$ cat config.mk
export PLATFORM = sky130hd
export DESIGN_NAME = ebc_bus_master
export DESIGN_NICKNAME = d
export VERILOG_FILES = /design/src/ebc_pkg.sv /design/src/ebc_as_stage.sv /design/src/ebc_bus_master.sv
export VERILOG_INCLUDE_DIRS = /design/src /design/src/src
export SDC_FILE = /design/constraint.sdc
export NUM_CORES = 1
export LEC_CHECK = 0
export BUFFER_PORTS_ARGS = -buffer_cell sky130_fd_sc_hd__buf_2
export CAP_MARGIN = 20
export CORE_AREA = 5 5 139 141
export CTS_BUF_LIST = sky130_fd_sc_hd__clkbuf_2 sky130_fd_sc_hd__clkbuf_4 sky130_fd_sc_hd__clkbuf_8
export DETAILED_ROUTE_END_ITERATION = 16
export DIE_AREA = 0 0 144 146
export HOLD_SLACK_MARGIN = 0.12
export PLACE_DENSITY = 0.91
export SLEW_MARGIN = 20
export SYNTH_ARGS = -nofsm -noshare
export SYNTH_HDL_FRONTEND = slang
export SYNTH_SLANG_ARGS = --single-unit
$ cat constraint.sdc
create_clock -name clock_in -period 7.21 [get_ports clock_in]
set_clock_uncertainty 0.1 [all_clocks]
set_input_delay 0.721 -clock clock_in [delete_from_list [all_inputs] [get_ports clock_in]]
set_output_delay 0.721 -clock clock_in [all_outputs]
set_load 0.01 [all_outputs]
$ cat src/ebc_defines.svh
`ifndef EBC_DEFINES_SVH
`define EBC_DEFINES_SVH

// ***************************************************************
// Size code values on beat_width_code
// ***************************************************************
`define EBC_SIZ_LONG   2'h0
`define EBC_SIZ_BYTE   2'h1
`define EBC_SIZ_WORD   2'h2
`define EBC_SIZ_LINE   2'h3

// ***************************************************************
// Byte counts
// ***************************************************************
`define EBC_BYTES_BYTE 5'h01
`define EBC_BYTES_WORD 5'h02
`define EBC_BYTES_LONG 5'h04
`define EBC_BYTES_LINE 5'h10

// ***************************************************************
// Reset values
// ***************************************************************
`define EBC_RST_ADDR   32'h0000_0000
`define EBC_RST_DATA   32'h0000_0000
`define EBC_RST_STROBE 1'h1
`define EBC_RST_OE     1'h0

`endif

$ cat src/ebc_pkg.sv
package ebc_pkg;

   typedef enum logic [1:0] {
      S_IDLE,
      S_START,
      S_WAIT,
      S_HOLD
   } ebc_state_t;

   // Transfer request from the internal side
   typedef struct packed {
      logic [31:0] addr;
      logic [1:0]  size;
      logic [1:0]  port;
      logic        write;
      logic        burst_inhibit;
   } ebc_req_t;

   // Whole state of the bus master
   typedef struct packed {
      ebc_state_t  state;
      logic [31:0] addr;
      logic [4:0]  rem;
      logic [4:0]  beat;
      logic [1:0]  tsize;
      logic [1:0]  port;
      logic        write;
      logic        burst_inhibit;
      logic        misal;
      logic        first;
      logic [1:0]  siz;
      logic        ts_n;
      logic        oe;
      logic        data_oe;
      logic [31:0] wdata;
      logic [31:0] rdata;
      logic        beat_done;
      logic        xfer_done;
      logic        ready;
      logic        other_busy;
      logic [1:0]  ack_sync;
      logic [1:0]  grant_sync;
      logic [1:0]  ts_sync;
      logic [1:0]  as_sync;
      logic [31:0] din_sync1;
      logic [31:0] din_sync2;
   } ebc_master_t;

   // Whole state of the falling-edge address strobe stage
   typedef struct packed {
      logic as_n;
      logic as_oe;
   } ebc_strobe_t;

endpackage

$ cat src/ebc_as_stage.sv
`timescale 1ns/10ps
`include "ebc_defines.svh"

module ebc_as_stage (
   input  wire logic clock_in,    // Bus clock
   input  wire logic reset_in,    // Async reset, active high
   input  wire logic ce_in,       // Clock enable
   input  wire logic as_req_in,   // Strobe wanted during cycle
   input  wire logic own_in,      // Device owns the bus
   output logic      as_n_out,    // Address strobe, active low
   output logic      as_oe_out    // Address strobe drive enable
);

   ebc_pkg::ebc_strobe_t r;
   ebc_pkg::ebc_strobe_t next_r;

   always_comb begin
      next_r       = r;
      // (RULE10) strobe moves on falling edge
      next_r.as_n  = ~as_req_in;
      // (RULE8) release strobe when not owner
      next_r.as_oe = own_in;
   end

   always_ff @(negedge clock_in or posedge reset_in) begin
      if (reset_in) begin
         r.as_n  <= `EBC_RST_STROBE;
         r.as_oe <= `EBC_RST_OE;
      end else if (ce_in) begin
         r <= next_r;
      end
   end

   assign as_n_out  = r.as_n;
   assign as_oe_out = r.as_oe;
endmodule

$ cat src/ebc_bus_master.sv
`timescale 1ns/10ps
`include "ebc_defines.svh"

// Functional notes
// (RULE1) Misaligned longword at offset one goes byte, word, byte.
// (RULE2) Size code: 00 longword, 01 byte, 10 word, 11 line.
// (RULE3) Burst of aligned wide transfer keeps transfer size every beat.
// (RULE4) Burst-inhibited: transfer size first beat, port size after.
// (RULE5) Burst-inhibited size code updates at each transfer start.
// (RULE6) Narrow port: whole size first access, port size afterwards; code keeps whole size unless burst-inhibited or misaligned.
// (RULE7) Transfer start asserted exactly one clock when address valid.
// (RULE8) Without bus ownership, release transfer start and address strobe.
// (RULE9) Address strobe after stable address; address held while asserted.
// (RULE10) Address strobe changes only on bus clock falling edge.
// (RULE11) Cycle stays driven until transfer acknowledge is seen.
// (RULE12) Write data driven one clock after acknowledge.
// (RULE13) Peripheral holds read data until acknowledge is recognized.
// (RULE14) Acknowledge tied active only with fast termination, single master.
module ebc_bus_master (
   input  wire logic             clock_in,      // Bus clock, 25 MHz
   input  wire logic             reset_in,      // Async reset, high
   input  wire logic             ce_in,         // Clock enable
   input  wire logic             req_valid_in,  // Transfer request
   input  wire ebc_pkg::ebc_req_t req_in,       // Request attributes
   input  wire logic [31:0]      wdata_in,      // Write data per beat
   output logic                  req_ready_out, // Ready to accept request
   output logic [31:0]           rdata_out,     // Read data of beat
   output logic                  beat_done_out, // Beat finished pulse
   output logic                  xfer_done_out, // Transfer done pulse
   output logic                  other_busy_out, // Foreign cycle seen
   input  wire logic             bus_grant_in,  // Bus granted pin
   input  wire logic             transfer_acknowledge_n_in, // Ack pin
   output logic [31:0]           addr_out,      // Address pins
   output logic [1:0]            beat_width_code_out, // Size pins
   output logic                  write_out,     // High for write
   output logic                  addr_oe_out,   // Address drive enable
   output logic [31:0]           data_out,      // Data pins out
   output logic                  data_oe_out,   // Data drive enable
   input  wire logic [31:0]      data_in,       // Data pins in
   output logic                  transfer_start_strobe_n_out, // Start
   output logic                  transfer_start_strobe_oe_out, // Enable
   input  wire logic             transfer_start_strobe_n_in, // Pin in
   output logic                  address_strobe_n_out, // Strobe out
   output logic                  address_strobe_oe_out, // Enable
   input  wire logic             address_strobe_n_in  // Pin in
);

   ebc_pkg::ebc_master_t r;
   ebc_pkg::ebc_master_t next_r;
   logic                 as_req;
   logic                 ack_seen;
   logic                 grant;
   logic                 accept;
   logic [4:0]           launch_beat;
   logic [4:0]           cont_beat;
   logic [4:0]           req_bytes;
   logic [31:0]          next_addr;

   // ***************************************************************
   // Helpers
   // ***************************************************************
   // (RULE2) size code to byte count
   function automatic logic [4:0] bytes_of(input logic [1:0] code);
      logic [4:0] b;
      b = `EBC_BYTES_LONG;
      case (code)
         `EBC_SIZ_BYTE: b = `EBC_BYTES_BYTE;
         `EBC_SIZ_WORD: b = `EBC_BYTES_WORD;
         `EBC_SIZ_LINE: b = `EBC_BYTES_LINE;
         default:       b = `EBC_BYTES_LONG;
      endcase
      return b;
   endfunction

   // (RULE2) byte count of one beat to size code
   function automatic logic [1:0] code_of(input logic [4:0] b);
      logic [1:0] c;
      c = `EBC_SIZ_LONG;
      if (b == `EBC_BYTES_BYTE) begin
         c = `EBC_SIZ_BYTE;
      end else if (b == `EBC_BYTES_WORD) begin
         c = `EBC_SIZ_WORD;
      end
      return c;
   endfunction

   // (RULE1) largest beat allowed by port, alignment and remainder
   function automatic logic [4:0] beat_of(input logic [31:0] a,
                                          input logic [4:0]  rem,
                                          input logic [1:0]  port);
      logic [4:0] b;
      b = bytes_of(port);
      if (b > `EBC_BYTES_LONG) begin
         b = `EBC_BYTES_LONG;
      end
      if (a[0]) begin
         b = `EBC_BYTES_BYTE;
      end else if (a[1] && b > `EBC_BYTES_WORD) begin
         b = `EBC_BYTES_WORD;
      end
      if (rem < b) begin
         b = (rem >= `EBC_BYTES_WORD) ? `EBC_BYTES_WORD : `EBC_BYTES_BYTE;
      end
      return b;
   endfunction

   assign grant       = r.grant_sync[1];
   assign ack_seen    = ~r.ack_sync[1];
   assign as_req      = (r.state == ebc_pkg::S_START) ||
                        (r.state == ebc_pkg::S_WAIT);
   assign accept      = (r.state == ebc_pkg::S_IDLE) && req_valid_in &&
                        r.ready && grant;
   assign req_bytes   = bytes_of(req_in.size);
   assign launch_beat = beat_of(req_in.addr, req_bytes, req_in.port);
   assign next_addr   = r.addr + {27'h0, r.beat};
   assign cont_beat   = beat_of(next_addr, r.rem, r.port);

   // ***************************************************************
   // Cycle sequencer
   // ***************************************************************
   always_comb begin
      next_r            = r;
      next_r.ack_sync   = {r.ack_sync[0], transfer_acknowledge_n_in};
      next_r.grant_sync = {r.grant_sync[0], bus_grant_in};
      next_r.ts_sync    = {r.ts_sync[0], transfer_start_strobe_n_in};
      next_r.as_sync    = {r.as_sync[0], address_strobe_n_in};
      next_r.din_sync1  = data_in;
      next_r.din_sync2  = r.din_sync1;
      next_r.beat_done  = 1'b0;
      next_r.xfer_done  = 1'b0;
      next_r.ts_n       = 1'b1;
      next_r.other_busy = ~grant & (~r.ts_sync[1] | ~r.as_sync[1]);
      case (r.state)
         ebc_pkg::S_IDLE: begin
            // (RULE8) release pins when another master owns bus
            next_r.oe      = 1'b0;
            next_r.data_oe = 1'b0;
            next_r.ready   = grant;
            if (accept) begin
               next_r.state         = ebc_pkg::S_START;
               next_r.addr          = req_in.addr;
               next_r.tsize         = req_in.size;
               next_r.port          = req_in.port;
               next_r.write         = req_in.write;
               next_r.burst_inhibit = req_in.burst_inhibit;
               next_r.rem           = req_bytes;
               next_r.beat          = launch_beat;
               next_r.misal         = (req_in.addr[3:0] &
                  (req_bytes[3:0] - 4'h1)) != 4'h0;
               next_r.first         = 1'b1;
               // (RULE1) misaligned beats show their own size
               if (next_r.misal) begin
                  next_r.siz = code_of(launch_beat);
               end else begin
                  // (RULE6) first access shows whole size
                  next_r.siz = req_in.size;
               end
               // (RULE7) start strobe on first valid clock
               next_r.ts_n    = 1'b0;
               next_r.oe      = 1'b1;
               next_r.data_oe = req_in.write;
               next_r.wdata   = wdata_in;
               next_r.ready   = 1'b0;
            end
         end
         ebc_pkg::S_START: begin
            // (RULE7) negate start strobe next clock
            next_r.state = ebc_pkg::S_WAIT;
         end
         ebc_pkg::S_WAIT: begin
            // (RULE11) hold the cycle until acknowledge
            if (ack_seen) begin
               next_r.rdata     = r.din_sync2;
               next_r.beat_done = 1'b1;
               next_r.rem       = r.rem - r.beat;
               next_r.first     = 1'b0;
               // (RULE12) keep write data one more clock
               next_r.state     = ebc_pkg::S_HOLD;
            end
         end
         ebc_pkg::S_HOLD: begin
            next_r.data_oe = 1'b0;
            if (r.rem == 5'h00) begin
               next_r.state     = ebc_pkg::S_IDLE;
               next_r.xfer_done = 1'b1;
               next_r.oe        = 1'b0;
               next_r.ready     = grant;
            end else begin
               next_r.state   = ebc_pkg::S_START;
               next_r.addr    = next_addr;
               next_r.beat    = cont_beat;
               next_r.ts_n    = 1'b0;
               next_r.data_oe = r.write;
               next_r.wdata   = wdata_in;
               // (RULE3) burst keeps the transfer size
               if (!r.burst_inhibit && !r.misal) begin
                  next_r.siz = r.tsize;
               end else begin
                  // (RULE4) (RULE5) port size after first
                  next_r.siz = code_of(cont_beat);
               end
            end
         end
         default: begin
            next_r.state = ebc_pkg::S_IDLE;
         end
      endcase
   end

   always_ff @(posedge clock_in or posedge reset_in) begin
      if (reset_in) begin
         r.state         <= ebc_pkg::S_IDLE;
         r.addr          <= `EBC_RST_ADDR;
         r.rem           <= 5'h00;
         r.beat          <= 5'h00;
         r.tsize         <= `EBC_SIZ_LONG;
         r.port          <= `EBC_SIZ_LONG;
         r.write         <= 1'b0;
         r.burst_inhibit <= 1'b0;
         r.misal         <= 1'b0;
         r.first         <= 1'b0;
         r.siz           <= `EBC_SIZ_LONG;
         r.ts_n          <= `EBC_RST_STROBE;
         r.oe            <= `EBC_RST_OE;
         r.data_oe       <= `EBC_RST_OE;
         r.wdata         <= `EBC_RST_DATA;
         r.rdata         <= `EBC_RST_DATA;
         r.beat_done     <= 1'b0;
         r.xfer_done     <= 1'b0;
         r.ready         <= 1'b0;
         r.other_busy    <= 1'b0;
         r.ack_sync      <= 2'h3;
         r.grant_sync    <= 2'h0;
         r.ts_sync       <= 2'h3;
         r.as_sync       <= 2'h3;
         r.din_sync1     <= `EBC_RST_DATA;
         r.din_sync2     <= `EBC_RST_DATA;
      end else if (ce_in) begin
         r <= next_r;
      end
   end

   // ***************************************************************
   // Falling-edge address strobe
   // ***************************************************************
   // (RULE9) strobe covers start and wait clocks
   ebc_as_stage u_as_stage (
      .clock_in  (clock_in),
      .reset_in  (reset_in),
      .ce_in     (ce_in),
      .as_req_in (as_req),
      .own_in    (r.oe),
      .as_n_out  (address_strobe_n_out),
      .as_oe_out (address_strobe_oe_out)
   );

   assign req_ready_out                = r.ready;
   assign rdata_out                    = r.rdata;
   assign beat_done_out                = r.beat_done;
   assign xfer_done_out                = r.xfer_done;
   assign other_busy_out               = r.other_busy;
   assign addr_out                     = r.addr;
   assign beat_width_code_out          = r.siz;
   assign write_out                    = r.write;
   assign addr_oe_out                  = r.oe;
   assign data_out                     = r.wdata;
   assign data_oe_out                  = r.data_oe;
   assign transfer_start_strobe_n_out  = r.ts_n;
   assign transfer_start_strobe_oe_out = r.oe;
endmodule

==> results of run 1 <==
kinds of logic (layout without fill, tap and decap cells):
kind of cell             after synthesis  count (layout)  share of synthesized area
AND/OR/NAND/NOR                      159             159                     0.0826
multiplexers                         110             110                      0.126
adder cells (fa/ha/maj)               30              30                     0.0399
XOR/XNOR                               4               4                    0.00358
buffers and inverters                175             296                      0.105
flip-flops                           197             197                      0.505
other                                  0               1                          0
AO/OA/AOI/OAI                        193             193                      0.138
stage by stage:
| step | instance area, um^2 | cells |
|---|---|---|
| 2_1_floorplan | 9790 | 868 |
| 3_3_place_gp | 10400 | 1186 |
| 3_5_place_dp | 10400 | 1186 |
| 4_1_cts | 10800 | 1218 |
| 5_1_grt | 10800 | 1218 |
| 6_report | 10800 | 1219 |
layer usage:
metal	wire length (um)	part of all wire	track usage
met2	11000	0.48	0.353
met5	0	0	0
met4	369	0.016	0.0574
met1	9230	0.40	0.282
met3	2240	0.098	0.0657
power groups by stage:
stage / combinational (uW) / sequential (uW) / clock, uW
2_1_floorplan: 1210 / 1610 / 1.74
3_3_place_gp: 1350 / 1650 / 1.74
3_5_place_dp: 1400 / 1670 / 1.74
4_1_cts: 1410 / 1650 / 794
5_1_grt: 1550 / 1700 / 842
6_report: 1400 / 1650 / 768
registers in the layout, summed over array words and instances, names as in the netlist:
register                     cells
addr_out                        32
grant                            1
other_busy_out                   1
r                               52
next_r                          36
beat_done_out                    1
req_ready_out                    1
u_as_stage.as_n_out              1
transfer_start_strobe_n_out      1
data_oe_out                      1
write_out                        1
addr_oe_out                      1
rdata_out                       32
u_as_stage.as_oe_out             1
xfer_done_out                    1
beat_width_code_out              2
data_out                        32
synthesized netlist by cell type (2+ instances only):
library cell	instances
sky130_fd_sc_hd__or2_2	3
sky130_fd_sc_hd__o221ai_1	2
sky130_fd_sc_hd__a22o_1	39
sky130_fd_sc_hd__nand3_1	25
sky130_fd_sc_hd__mux2i_1	2
sky130_fd_sc_hd__a21oi_1	32
sky130_fd_sc_hd__and3_1	10
sky130_fd_sc_hd__o31ai_1	5
sky130_fd_sc_hd__o21ai_1	2
sky130_fd_sc_hd__a221oi_1	5
sky130_fd_sc_hd__a31oi_1	7
sky130_fd_sc_hd__nor3_1	6
sky130_fd_sc_hd__dfrtp_1	188
sky130_fd_sc_hd__nand4_1	7
sky130_fd_sc_hd__or4_1	2
sky130_fd_sc_hd__o21a_1	3
sky130_fd_sc_hd__o21bai_1	2
sky130_fd_sc_hd__nand2_1	49
sky130_fd_sc_hd__or3_1	4
sky130_fd_sc_hd__o41ai_1	2
sky130_fd_sc_hd__buf_4	99
sky130_fd_sc_hd__a22oi_1	4
sky130_fd_sc_hd__o22ai_1	8
sky130_fd_sc_hd__dfstp_2	8
sky130_fd_sc_hd__inv_1	37
sky130_fd_sc_hd__xnor2_1	3
sky130_fd_sc_hd__a21o_1	7
sky130_fd_sc_hd__o31a_1	4
sky130_fd_sc_hd__ha_1	28
sky130_fd_sc_hd__a32oi_1	8
sky130_fd_sc_hd__o21ai_0	43
sky130_fd_sc_hd__nand3b_1	2
sky130_fd_sc_hd__and4b_1	3
sky130_fd_sc_hd__a32o_1	2
sky130_fd_sc_hd__nor4_1	4
sky130_fd_sc_hd__clkbuf_1	35
sky130_fd_sc_hd__mux2_2	108
sky130_fd_sc_hd__nor2_1	29
sky130_fd_sc_hd__nand2b_1	4
sky130_fd_sc_hd__fa_1	2
sky130_fd_sc_hd__buf_1	4
sky130_fd_sc_hd__o211ai_1	4
sky130_fd_sc_hd__nor2b_1	6
sky130_fd_sc_hd__a311o_1	3
worst min-delay path by stage:
| stage | cells after the start | to | slack, ns |
|---|---|---|---|
| after floorplan | 2 | grant$_DFFE_PP0P_ | 0.35 |
| after CTS | 2 | data_out[30]$_DFFE_PP0P_ | 0.32 |
| final | 3 | r[149]$_DFFE_PP0P_ | 0.36 |
| after global placement | 1 | u_as_stage.as_oe_out$_DFFE_NP0P_ | 0.35 |
| after global routing | 2 | data_out[12]$_DFFE_PP0P_ | 0.32 |
| after detailed placement | 1 | u_as_stage.as_oe_out$_DFFE_NP0P_ | 0.37 |
cell type report:
class / count / share of cell area
clock inverters: 16 / 0.0202
diodes: 1 / 0.000231
flip-flops and latches: 197 / 0.456
multi-input cells: 496 / 0.354
repair buffers: 227 / 0.108
well taps: 229 / 0.0265
clock buffers: 17 / 0.0216
inverters: 36 / 0.0128
==> metrics.txt, run 1 <==
# TYPE chip_impl_metric gauge
chip_impl_info{name="status",value="finished, final reports clean"} 1
chip_impl_metric{name="finalCoreUtilization",unit=""} 0.607
chip_impl_metric{name="multi_input_combinational_cell_area",unit="mm^2"} 0.00383
chip_impl_metric{name="cellLeakagePower",unit="uW"} 0.00518
chip_impl_metric{name="ir_worst_vdd",unit="uV"} 199
chip_impl_metric{name="timing.critical_path.depth",unit=""} 1
chip_impl_info{name="tritoncts",value="yes"} 1
chip_impl_metric{name="synthCells",unit=""} 868
chip_impl_metric{name="synthesis.area",unit="mm^2"} 0.00979
chip_impl_metric{name="io_buffers",unit=""} 218
chip_impl_info{name="yosys-top-cells-area",value="sky130_fd_sc_hd__dfrtp_1 48%, sky130_fd_sc_hd__mux2_2 12%, sky130_fd_sc_hd__buf_4 7.6%"} 1
chip_impl_metric{name="die-area",unit="mm^2"} 0.0210
chip_impl_metric{name="post-dp-hpwl",unit="mm"} 16.3
chip_impl_metric{name="path_clk_slew",unit="ns"} 0.10
chip_impl_metric{name="final-seq-area",unit="mm^2"} 0.00494
chip_impl_metric{name="number_of_gates_given_a_new_drive_strength_after_cts",unit=""} 0
chip_impl_metric{name="crit_path_max_fanout",unit=""} 2
chip_impl_metric{name="last_weighted_congestion_value_of_the_routability_driven_placer",unit=""} 0.914
chip_impl_metric{name="reg2reg_slack",unit="ns"} 2.20
chip_impl_metric{name="worst_r2r_path_depth",unit=""} 4
chip_impl_metric{name="yosysSeqAreaShare",unit=""} 0.505
chip_impl_info{name="worstSetupPathType",value="reg -> out"} 1
chip_impl_metric{name="initial_core_util",unit=""} 0.548
chip_impl_metric{name="yosys.area.top_type_share",unit=""} 0.481
chip_impl_metric{name="finalHoldViolations",unit=""} 0
chip_impl_metric{name="layout_setup_ws",unit="ns"} 1.64
chip_impl_metric{name="detail-route-antenna-nets",unit=""} 0
chip_impl_metric{name="total_wire_length",unit="mm"} 22.9
chip_impl_info{name="timing.rr.start",value="r[195]$_DFFE_PP0P_"} 1
chip_impl_metric{name="swShare",unit=""} 0.385
chip_impl_metric{name="worst_slew_margin_rel",unit=""} 0.405
chip_impl_metric{name="finish.net_count",unit=""} 1116
chip_impl_metric{name="grt_first_pass_wirelength",unit="mm"} 36.6
chip_impl_info{name="startpoint",value="u_as_stage.as_n_out$_DFFE_NP1P_"} 1
chip_impl_metric{name="power-per-cell-area",unit="mW/mm^2"} 353
chip_impl_info{name="worst_hold_path_type",value="in -> async"} 1
chip_impl_metric{name="fillerInstances",unit=""} 1431
chip_impl_metric{name="seqPwrFrac",unit=""} 0.433
chip_impl_metric{name="worstMarginPinSlew",unit="ns"} 0.893
chip_impl_info{name="startpoint_type",value="flip-flop"} 1
chip_impl_info{name="setup.worst_path.end_class",value="output pin"} 1
chip_impl_metric{name="die-height",unit="um"} 146
chip_impl_metric{name="yosys_warnings",unit=""} 0
chip_impl_metric{name="total_switching_power",unit="uW"} 1470
chip_impl_info{name="final_cell_mix",value="217 x sky130_fd_sc_hd__buf_2, 188 x sky130_fd_sc_hd__dfrtp_1, 108 x sky130_fd_sc_hd__mux2_2"} 1
chip_impl_metric{name="overall_die_width",unit="um"} 144
chip_impl_metric{name="groute.usage.overall",unit=""} 0.217
chip_impl_metric{name="drv_cap",unit=""} 0
chip_impl_metric{name="proportion_of_layout_cells_with_a_drive_suffix_above_1",unit=""} 0.392
chip_impl_metric{name="postSynthRegisterBits",unit=""} 197
chip_impl_metric{name="dp_slack",unit="ns"} 1.97
chip_impl_info{name="cell_taking_the_most_area_after_synthesis",value="sky130_fd_sc_hd__dfrtp_1"} 1
chip_impl_metric{name="synth_async_sr_flop_share",unit=""} 1.00
chip_impl_metric{name="core",unit="mm^2"} 0.0178
chip_impl_info{name="synth-main-ff-cell",value="sky130_fd_sc_hd__dfrtp_1"} 1
chip_impl_metric{name="drcViolationCount",unit=""} 0
chip_impl_metric{name="floorplan.io_pins",unit=""} 219
chip_impl_metric{name="count_of_cell_types_in_the_netlist",unit=""} 62
chip_impl_info{name="mostFrequentLayoutCell",value="sky130_fd_sc_hd__buf_2"} 1
chip_impl_metric{name="cts_buffers",unit=""} 17
chip_impl_metric{name="drt_iter0_drc",unit=""} 356
chip_impl_metric{name="cts.hold.buffers_added",unit=""} 0
chip_impl_info{name="critical-path-slowest-cell",value="sky130_fd_sc_hd__dfstp_2"} 1
chip_impl_metric{name="finalSetupTns",unit="ns"} 0
chip_impl_metric{name="clock_power_share",unit=""} 0.201
chip_impl_info{name="timing.critical_path.max_delay_family",value="flip-flops"} 1
chip_impl_info{name="grt_setup_unrepaired",value="no"} 1
chip_impl_metric{name="synth_fp_nets",unit=""} 1008
chip_impl_metric{name="floorplan.rows",unit=""} 49
chip_impl_info{name="crit_path_end",value="address_strobe_n_out"} 1
chip_impl_info{name="worstReg2RegEnd",value="u_as_stage.as_n_out$_DFFE_NP1P_"} 1
chip_impl_metric{name="internal_power",unit="uW"} 2350
chip_impl_metric{name="area_growth",unit="%"} 10.6
chip_impl_metric{name="wl_per_cell",unit="um"} 18.8
chip_impl_metric{name="synth_edf_count",unit=""} 0
chip_impl_metric{name="comb_power_share",unit=""} 0.366
chip_impl_info{name="timing.critical_path.cells",value="buf_2"} 1
chip_impl_metric{name="setup_viol",unit=""} 0
chip_impl_metric{name="num_vias",unit=""} 6973
chip_impl_metric{name="grt_start_max_net_pins",unit=""} 148
chip_impl_metric{name="worstPathRequired",unit="ns"} 6.39
chip_impl_metric{name="grt_antenna_before_repair",unit=""} 0
chip_impl_metric{name="vias_per_cell",unit=""} 5.72
chip_impl_metric{name="cts.htree.levels",unit=""} 4
chip_impl_metric{name="maxSlewViolCount",unit=""} 0
chip_impl_info{name="clockRootBuffer",value="sky130_fd_sc_hd__clkbuf_8"} 1
chip_impl_metric{name="crit_buf_inv",unit=""} 1
chip_impl_metric{name="critPathArrivalTime",unit="ns"} 4.75
chip_impl_metric{name="cp_slowest_stage_delay",unit="ns"} 0.53
chip_impl_metric{name="cts_sinks",unit=""} 197
chip_impl_metric{name="total_power",unit="uW"} 3820
chip_impl_metric{name="insertion_delay",unit="ns"} 0.46
chip_impl_metric{name="clk_path_buf_depth",unit=""} 2
chip_impl_metric{name="first_pass_iters",unit=""} 5
chip_impl_metric{name="fin_hold_ws",unit="ns"} 0.356
chip_impl_metric{name="postCtsSetupBuffers",unit=""} 0
chip_impl_metric{name="number_of_global_route_vias_before_repair",unit=""} 6958
chip_impl_metric{name="gr-total-overflow",unit=""} 0
chip_impl_metric{name="synthesis.area_per_instance",unit="um^2"} 11.3
(Power assumes the default switching activity.)
==> inputs of run 2 (changes only) <==
--- a/config.mk
+++ b/config.mk
@@ -8,12 +8,12 @@
 export LEC_CHECK = 0
 export BUFFER_PORTS_ARGS = -buffer_cell sky130_fd_sc_hd__buf_2
 export CAP_MARGIN = 20
-export CORE_AREA = 5 5 139 141
+export CORE_AREA = 5 5 145 147
 export CTS_BUF_LIST = sky130_fd_sc_hd__clkbuf_2 sky130_fd_sc_hd__clkbuf_4 sky130_fd_sc_hd__clkbuf_8
 export DETAILED_ROUTE_END_ITERATION = 16
-export DIE_AREA = 0 0 144 146
+export DIE_AREA = 0 0 150 152
 export HOLD_SLACK_MARGIN = 0.12
-export PLACE_DENSITY = 0.91
+export PLACE_DENSITY = 0.88
 export SLEW_MARGIN = 20
 export SYNTH_ARGS = -nofsm -noshare
 export SYNTH_HDL_FRONTEND = slang
==> constraint.sdc (replaced) <==
create_clock -name clock_in -period 5.06 [get_ports clock_in]
set_clock_uncertainty 0.1 [all_clocks]
set_input_delay 0.506 -clock clock_in [delete_from_list [all_inputs] [get_ports clock_in]]
set_output_delay 0.506 -clock clock_in [all_outputs]
set_load 0.01 [all_outputs]
==> run 2 against run 1 <==
  * Cell count is 5.8% higher
  * Register-to-register slack worse by 1.1 ns
  * Die area is 8.4% higher
  * Wire length is 1.8% higher
  * Combinational power is 44% higher
  * Via count is 2.5% higher
  * Clock power is 42% higher
  * Sequential power is 43% higher
  * Critical endpoint unchanged
  * Largest cell class unchanged
==> metrics.txt, run 2 (same netlist as run 1, synthesis figures left out) <==
# TYPE chip_impl_metric gauge
chip_impl_metric{name="cts_sinks",unit=""} 197
chip_impl_metric{name="core",unit="mm^2"} 0.0198
chip_impl_metric{name="maxSlewViolCount",unit=""} 0
chip_impl_metric{name="cts.hold.buffers_added",unit=""} 25
chip_impl_metric{name="diodes",unit=""} 0
chip_impl_metric{name="largest_register_ff_count",unit=""} 52
chip_impl_info{name="worst_hold_path_type",value="in -> reg"} 1
chip_impl_metric{name="cp_slowest_stage_delay",unit="ns"} 0.52
chip_impl_metric{name="setup_viol",unit=""} 0
chip_impl_metric{name="drv_cap",unit=""} 0
chip_impl_info{name="clockRootBuffer",value="sky130_fd_sc_hd__clkbuf_8"} 1
chip_impl_metric{name="cts.htree.levels",unit=""} 4
chip_impl_info{name="setup.worst_path.end_class",value="output pin"} 1
chip_impl_metric{name="clk_path_buf_depth",unit=""} 2
chip_impl_metric{name="critPathArrivalTime",unit="ns"} 3.69
chip_impl_metric{name="post_dp_cell_area",unit="mm^2"} 0.0104
chip_impl_metric{name="postCtsSetupBuffers",unit=""} 0
chip_impl_metric{name="initial_core_util",unit=""} 0.495
chip_impl_metric{name="floorplan.rows",unit=""} 52
chip_impl_info{name="worstSetupPathType",value="reg -> out"} 1
chip_impl_metric{name="worst_slew_margin_rel",unit=""} 0.328
chip_impl_info{name="registers.top_by_ff_count",value="r"} 1
chip_impl_metric{name="insertion_delay",unit="ns"} 0.46
chip_impl_info{name="timing.critical_path.max_delay_family",value="flip-flops"} 1
chip_impl_metric{name="number_of_global_route_vias_before_repair",unit=""} 7448
chip_impl_info{name="timing.rr.start",value="r[195]$_DFFE_PP0P_"} 1
chip_impl_info{name="startpoint",value="u_as_stage.as_n_out$_DFFE_NP1P_"} 1
chip_impl_metric{name="finish.net_count",unit=""} 1147
chip_impl_metric{name="grt_start_max_net_pins",unit=""} 88
chip_impl_metric{name="total_wire_length",unit="mm"} 23.3
chip_impl_metric{name="drt_iter0_drc",unit=""} 312
chip_impl_metric{name="fin_hold_ws",unit="ns"} 0.157
chip_impl_info{name="startpoint_type",value="flip-flop"} 1
chip_impl_metric{name="wl_per_cell",unit="um"} 18.1
chip_impl_metric{name="ir_worst_vdd",unit="uV"} 319
chip_impl_metric{name="number_of_gates_given_a_new_drive_strength_after_cts",unit=""} 0
chip_impl_info{name="critical-path-slowest-cell",value="sky130_fd_sc_hd__dfstp_2"} 1
chip_impl_metric{name="io_buffers",unit=""} 218
chip_impl_metric{name="first_pass_iters",unit=""} 5
chip_impl_info{name="status",value="finished, final reports clean"} 1
chip_impl_info{name="mostFrequentLayoutCell",value="sky130_fd_sc_hd__buf_2"} 1
chip_impl_metric{name="cts_buffers",unit=""} 17
chip_impl_metric{name="grt_first_pass_wirelength",unit="mm"} 38.2
chip_impl_metric{name="cellLeakagePower",unit="uW"} 0.00531
chip_impl_metric{name="worstMarginPinSlew",unit="ns"} 1.01
chip_impl_metric{name="proportion_of_layout_cells_with_a_drive_suffix_above_1",unit=""} 0.380
chip_impl_metric{name="die-area",unit="mm^2"} 0.0228
chip_impl_metric{name="die-height",unit="um"} 152
chip_impl_info{name="hold_path_startpoint",value="wdata_in[25]"} 1
chip_impl_metric{name="finalCoreUtilization",unit=""} 0.566
chip_impl_info{name="timing.critical_path.cells",value="buf_2"} 1
chip_impl_metric{name="num_vias",unit=""} 7144
chip_impl_metric{name="path_clk_slew",unit="ns"} 0.12
chip_impl_metric{name="grt_antenna_before_repair",unit=""} 1
chip_impl_metric{name="floorplan.io_pins",unit=""} 219
chip_impl_metric{name="crit_buf_inv",unit=""} 1
chip_impl_metric{name="overall_die_width",unit="um"} 150
chip_impl_metric{name="post-dp-hpwl",unit="mm"} 16.3
chip_impl_info{name="grt_setup_unrepaired",value="no"} 1
chip_impl_metric{name="gr-total-overflow",unit=""} 0
chip_impl_metric{name="crit_path_max_fanout",unit=""} 2
chip_impl_metric{name="last_weighted_congestion_value_of_the_routability_driven_placer",unit=""} 0.943
chip_impl_info{name="final_cell_mix",value="217 x sky130_fd_sc_hd__buf_2, 188 x sky130_fd_sc_hd__dfrtp_1, 108 x sky130_fd_sc_hd__mux2_2"} 1
chip_impl_metric{name="drcViolationCount",unit=""} 0
chip_impl_metric{name="worstPathRequired",unit="ns"} 4.45
chip_impl_info{name="tritoncts",value="yes"} 1
chip_impl_metric{name="vias_per_cell",unit=""} 5.54
chip_impl_metric{name="groute.usage.overall",unit=""} 0.207
chip_impl_metric{name="power-per-cell-area",unit="mW/mm^2"} 487
chip_impl_metric{name="total_power",unit="uW"} 5450
chip_impl_metric{name="area_growth",unit="%"} 14.3
chip_impl_metric{name="finalHoldViolations",unit=""} 0
chip_impl_metric{name="detail-route-antenna-nets",unit=""} 0
chip_impl_metric{name="final_area",unit="mm^2"} 0.0112
## run 2: layer usage
layer,wire length [um],share of wire,GRT usage,vias up
met3,2130,0.091,0.0709,28
li1,-,-,-,3301
met4,348,0.015,0.0632,2
met1,9530,0.41,0.259,3536
met5,7,0.00030,0,-
met2,11300,0.48,0.338,277
## run 2: worst reg2reg max path: stages (launching register included)
cell,delay (ns)
sky130_fd_sc_hd__dfrtp_1,0.37
sky130_fd_sc_hd__inv_1,0.07
sky130_fd_sc_hd__ha_1,0.32
sky130_fd_sc_hd__nor2_1,0.34
sky130_fd_sc_hd__a21o_1,0.14
## run 2: worst paths after layout
kind                                                    endpoint  slack [ns]  cells past startpoint
worst max-delay path                        address_strobe_n_out        0.77                      1
worst min-delay path                    data_out[25]$_DFFE_PP0P_        0.16                      2
worst max register to register   u_as_stage.as_n_out$_DFFE_NP1P_        1.14                      4
worst min register to register  u_as_stage.as_oe_out$_DFFE_NP0P_        0.36                      1
max in group asynchronous        u_as_stage.as_n_out$_DFFE_NP1P_        2.29                      2
min in group asynchronous              rdata_out[27]$_DFFE_PP0P_        0.21                      3
## run 2: through the flow
stage / worst slack [ns] / setup TNS (ns) / cells
final: 0.768 / 0 / 1290
after global routing: 0.701 / 0 / 1290
after CTS: 0.740 / 0 / 1284
after floorplan: -0.491 / -0.491 / 868
after global placement: 0.886 / 0 / 1227
after detailed placement: 0.824 / 0 / 1227
## run 2: power breakdown
group / leakage, uW / switching (uW) / internal (uW)
Sequential: 0.00246 / 320 / 2040
Combinational: 0.00263 / 1120 / 886
Clock: 0.000226 / 686 / 403
## run 2: area by class of cell
class / instances / area, um^2
Fill cell: 1645 / 8590
Sequential cell: 197 / 4940
Multi-Input combinational cell: 496 / 3840
Timing Repair Buffer: 258 / 1480
Tap cell: 270 / 338
Clock buffer: 17 / 234
Clock inverter: 16 / 224
Inverter: 36 / 139
==> inputs of run 3 (changes only) <==
==> constraint.sdc (replaced) <==
create_clock -name clock_in -period 3.75 [get_ports clock_in]
set_clock_uncertainty 0.1 [all_clocks]
set_input_delay 0.375 -clock clock_in [delete_from_list [all_inputs] [get_ports clock_in]]
set_output_delay 0.375 -clock clock_in [all_outputs]
set_load 0.01 [all_outputs]
==> run 3 against run 2 <==
  * Non-clock buffer count is 69 higher
  * Flip-flop and latch count stayed put
  * Combinational power is 42% higher
  * Wire length is 7.1% higher
  * Core utilization is 3.6 points higher
  * Cell count is 5.3% higher
  * Cell area is 6.3% higher
  * Via count is 4.8% higher
==> metrics.txt, run 3 (same netlist as run 1, synthesis figures left out) <==
# TYPE chip_impl_metric gauge
chip_impl_metric{name="worstMarginPinSlew",unit="ns"} 0.865
chip_impl_metric{name="groute.usage.overall",unit=""} 0.220
chip_impl_metric{name="fillerInstances",unit=""} 1556
chip_impl_metric{name="proportion_of_layout_cells_with_a_drive_suffix_above_1",unit=""} 0.364
chip_impl_metric{name="number_of_global_route_vias_before_repair",unit=""} 7863
chip_impl_metric{name="drt_iter0_drc",unit=""} 319
chip_impl_metric{name="overall_die_width",unit="um"} 150
chip_impl_metric{name="grt_start_max_net_pins",unit=""} 83
chip_impl_metric{name="total_wire_length",unit="mm"} 24.9
chip_impl_info{name="status",value="finished, final reports clean"} 1
chip_impl_metric{name="detail-route-antenna-nets",unit=""} 0
chip_impl_metric{name="post-dp-hpwl",unit="mm"} 16.1
chip_impl_metric{name="die-height",unit="um"} 152
chip_impl_info{name="setup.worst_path.end_class",value="output pin"} 1
chip_impl_metric{name="grt_first_pass_wirelength",unit="mm"} 40.6
chip_impl_info{name="highest-signal-layer",value="met5"} 1
chip_impl_info{name="grt_setup_unrepaired",value="no"} 1
chip_impl_info{name="tritoncts",value="yes"} 1
chip_impl_metric{name="crit_buf_inv",unit=""} 1
chip_impl_metric{name="cellLeakagePower",unit="uW"} 0.00562
chip_impl_metric{name="setup_viol",unit=""} 0
chip_impl_info{name="timing.critical_path.max_delay_family",value="flip-flops"} 1
chip_impl_metric{name="gr-total-overflow",unit=""} 0
chip_impl_metric{name="diodes",unit=""} 0
chip_impl_metric{name="postCtsSetupBuffers",unit=""} 0
chip_impl_metric{name="area_growth",unit="%"} 21.5
chip_impl_metric{name="insertion_delay",unit="ns"} 0.46
chip_impl_metric{name="final_area",unit="mm^2"} 0.0119
chip_impl_metric{name="finalHoldViolations",unit=""} 0
chip_impl_info{name="clockRootBuffer",value="sky130_fd_sc_hd__clkbuf_8"} 1
chip_impl_metric{name="grt_antenna_before_repair",unit=""} 1
chip_impl_metric{name="met3_wire_length",unit="mm"} 2.03
chip_impl_metric{name="critPathArrivalTime",unit="ns"} 3.02
chip_impl_metric{name="cp_slowest_stage_delay",unit="ns"} 0.52
chip_impl_metric{name="core",unit="mm^2"} 0.0198
chip_impl_metric{name="num_vias",unit=""} 7490
chip_impl_metric{name="post_dp_cell_area",unit="mm^2"} 0.0105
chip_impl_metric{name="drv_cap",unit=""} 0
chip_impl_info{name="timing.critical_path.cells",value="buf_2"} 1
chip_impl_info{name="final_cell_mix",value="217 x sky130_fd_sc_hd__buf_2, 188 x sky130_fd_sc_hd__dfrtp_1, 108 x sky130_fd_sc_hd__mux2_2"} 1
chip_impl_metric{name="wl_per_cell",unit="um"} 18.4
chip_impl_metric{name="drt-met1-wl",unit="mm"} 9.99
chip_impl_info{name="mostFrequentLayoutCell",value="sky130_fd_sc_hd__buf_2"} 1
chip_impl_metric{name="first_pass_iters",unit=""} 5
chip_impl_metric{name="total_power",unit="uW"} 7510
chip_impl_metric{name="met2WireLength",unit="mm"} 12.2
chip_impl_metric{name="largest_register_ff_count",unit=""} 52
chip_impl_metric{name="worst_slew_margin_rel",unit=""} 0.421
chip_impl_metric{name="cts_sinks",unit=""} 197
chip_impl_metric{name="die-area",unit="mm^2"} 0.0228
chip_impl_metric{name="crit_path_max_fanout",unit=""} 2
chip_impl_info{name="startpoint_type",value="flip-flop"} 1
chip_impl_metric{name="finalCoreUtilization",unit=""} 0.601
chip_impl_info{name="registers.top_by_ff_count",value="r"} 1
chip_impl_info{name="worstSetupPathType",value="reg -> out"} 1
chip_impl_metric{name="vias_per_cell",unit=""} 5.51
chip_impl_metric{name="maxSlewViolCount",unit=""} 0
chip_impl_metric{name="clk_path_buf_depth",unit=""} 2
chip_impl_metric{name="floorplan.io_pins",unit=""} 219
chip_impl_info{name="critical-path-slowest-cell",value="sky130_fd_sc_hd__dfstp_2"} 1
chip_impl_metric{name="last_weighted_congestion_value_of_the_routability_driven_placer",unit=""} 0.915
chip_impl_info{name="worst_hold_path_type",value="in -> reg"} 1
chip_impl_metric{name="initial_core_util",unit=""} 0.495
chip_impl_metric{name="floorplan.rows",unit=""} 52
chip_impl_metric{name="path_clk_slew",unit="ns"} 0.11
chip_impl_metric{name="worstPathRequired",unit="ns"} 3.27
chip_impl_metric{name="ir_worst_vdd",unit="uV"} 364
chip_impl_metric{name="drcViolationCount",unit=""} 0
chip_impl_metric{name="cts_buffers",unit=""} 17
chip_impl_metric{name="cts.htree.levels",unit=""} 4
chip_impl_metric{name="io_buffers",unit=""} 218
chip_impl_metric{name="finish.net_count",unit=""} 1216
chip_impl_metric{name="power-per-cell-area",unit="mW/mm^2"} 632
run 3: cell count changes in the layout (fill, tap and decap cells not counted), sizes merged:
cell | before | now
buf | 227 | 234
inv | 42 | 43
dlygate4sd3 | 31 | 93
clkinv | 9 | 8
run 3: repair_timing:
item | in CTS | in global routing
hold buffers | 93 | 0
setup endpoints to repair | 0 | 1
resized for setup | 0 | 1
hold endpoints to repair | 129 | 0
run 3: layer usage:
layer	vias to the layer above	track usage
met3	66	0.0652
met4	2	0.0845
met1	3671	0.267
met2	322	0.368
li1	3429	-
met5	-	0
run 3: worst reg2reg max path, stage by stage, from the launching register on:
cell and delay [ns]:
sky130_fd_sc_hd__dfrtp_1 0.41, sky130_fd_sc_hd__ha_1 0.18, sky130_fd_sc_hd__inv_1 0.06, sky130_fd_sc_hd__fa_1 0.53
sky130_fd_sc_hd__inv_1 0.06, sky130_fd_sc_hd__or3_1 0.35, sky130_fd_sc_hd__ha_1 0.31, sky130_fd_sc_hd__a211o_1 0.28
sky130_fd_sc_hd__a221oi_2 0.41, sky130_fd_sc_hd__nand2_1 0.19, sky130_fd_sc_hd__o21ai_0 0.13, sky130_fd_sc_hd__a22oi_1 0.12
sky130_fd_sc_hd__o21ai_0 0.17
run 3: final timing paths:
kind	from	to	slack [ns]	depth (start not counted)
min reg2reg	u_as_stage.as_oe_out$_DFFE_NP0P_	u_as_stage.as_oe_out$_DFFE_NP0P_	0.35	1
max	u_as_stage.as_n_out$_DFFE_NP1P_	address_strobe_n_out	0.25	1
max reg2reg	r[153]$_DFFE_PP0P_	r[154]$_DFFE_PP0P_	0.37	12
max in group asynchronous	reset_in	u_as_stage.as_n_out$_DFFE_NP1P_	1.08	3
min	req_in[24]	addr_out[18]$_DFFE_PP0P_	0.16	4
min in group asynchronous	reset_in	rdata_out[30]$_DFFE_PP0P_	0.31	3
run 3: per-stage QoR:
stage          setup slack (ns)  cells  setup TNS, ns  hold WS (ns)
2_1_floorplan             -1.01    868          -1.51         0.349
3_3_place_gp              0.521   1233              0         0.231
3_5_place_dp              0.330   1233              0         0.233
4_1_cts                   0.234   1358              0         0.125
5_1_grt                   0.181   1359              0         0.141
6_report                  0.254   1359              0         0.159
run 3: power breakdown:
part | leakage (uW) | switching [uW] | internal, uW
registers | 0.00246 | 446 | 2750
logic | 0.00293 | 1570 | 1280
clock network | 0.000223 | 925 | 541
run 3: final cells by class:
type	count	area, um^2	share of cell area
inverter	36	139	0.0117
multi-input combinational	496	3840	0.323
tap	270	338	0.0284
clock buffer	17	234	0.0197
sequential	197	4940	0.415
timing repair buffer	327	2180	0.183
clock inverter	16	215	0.0181
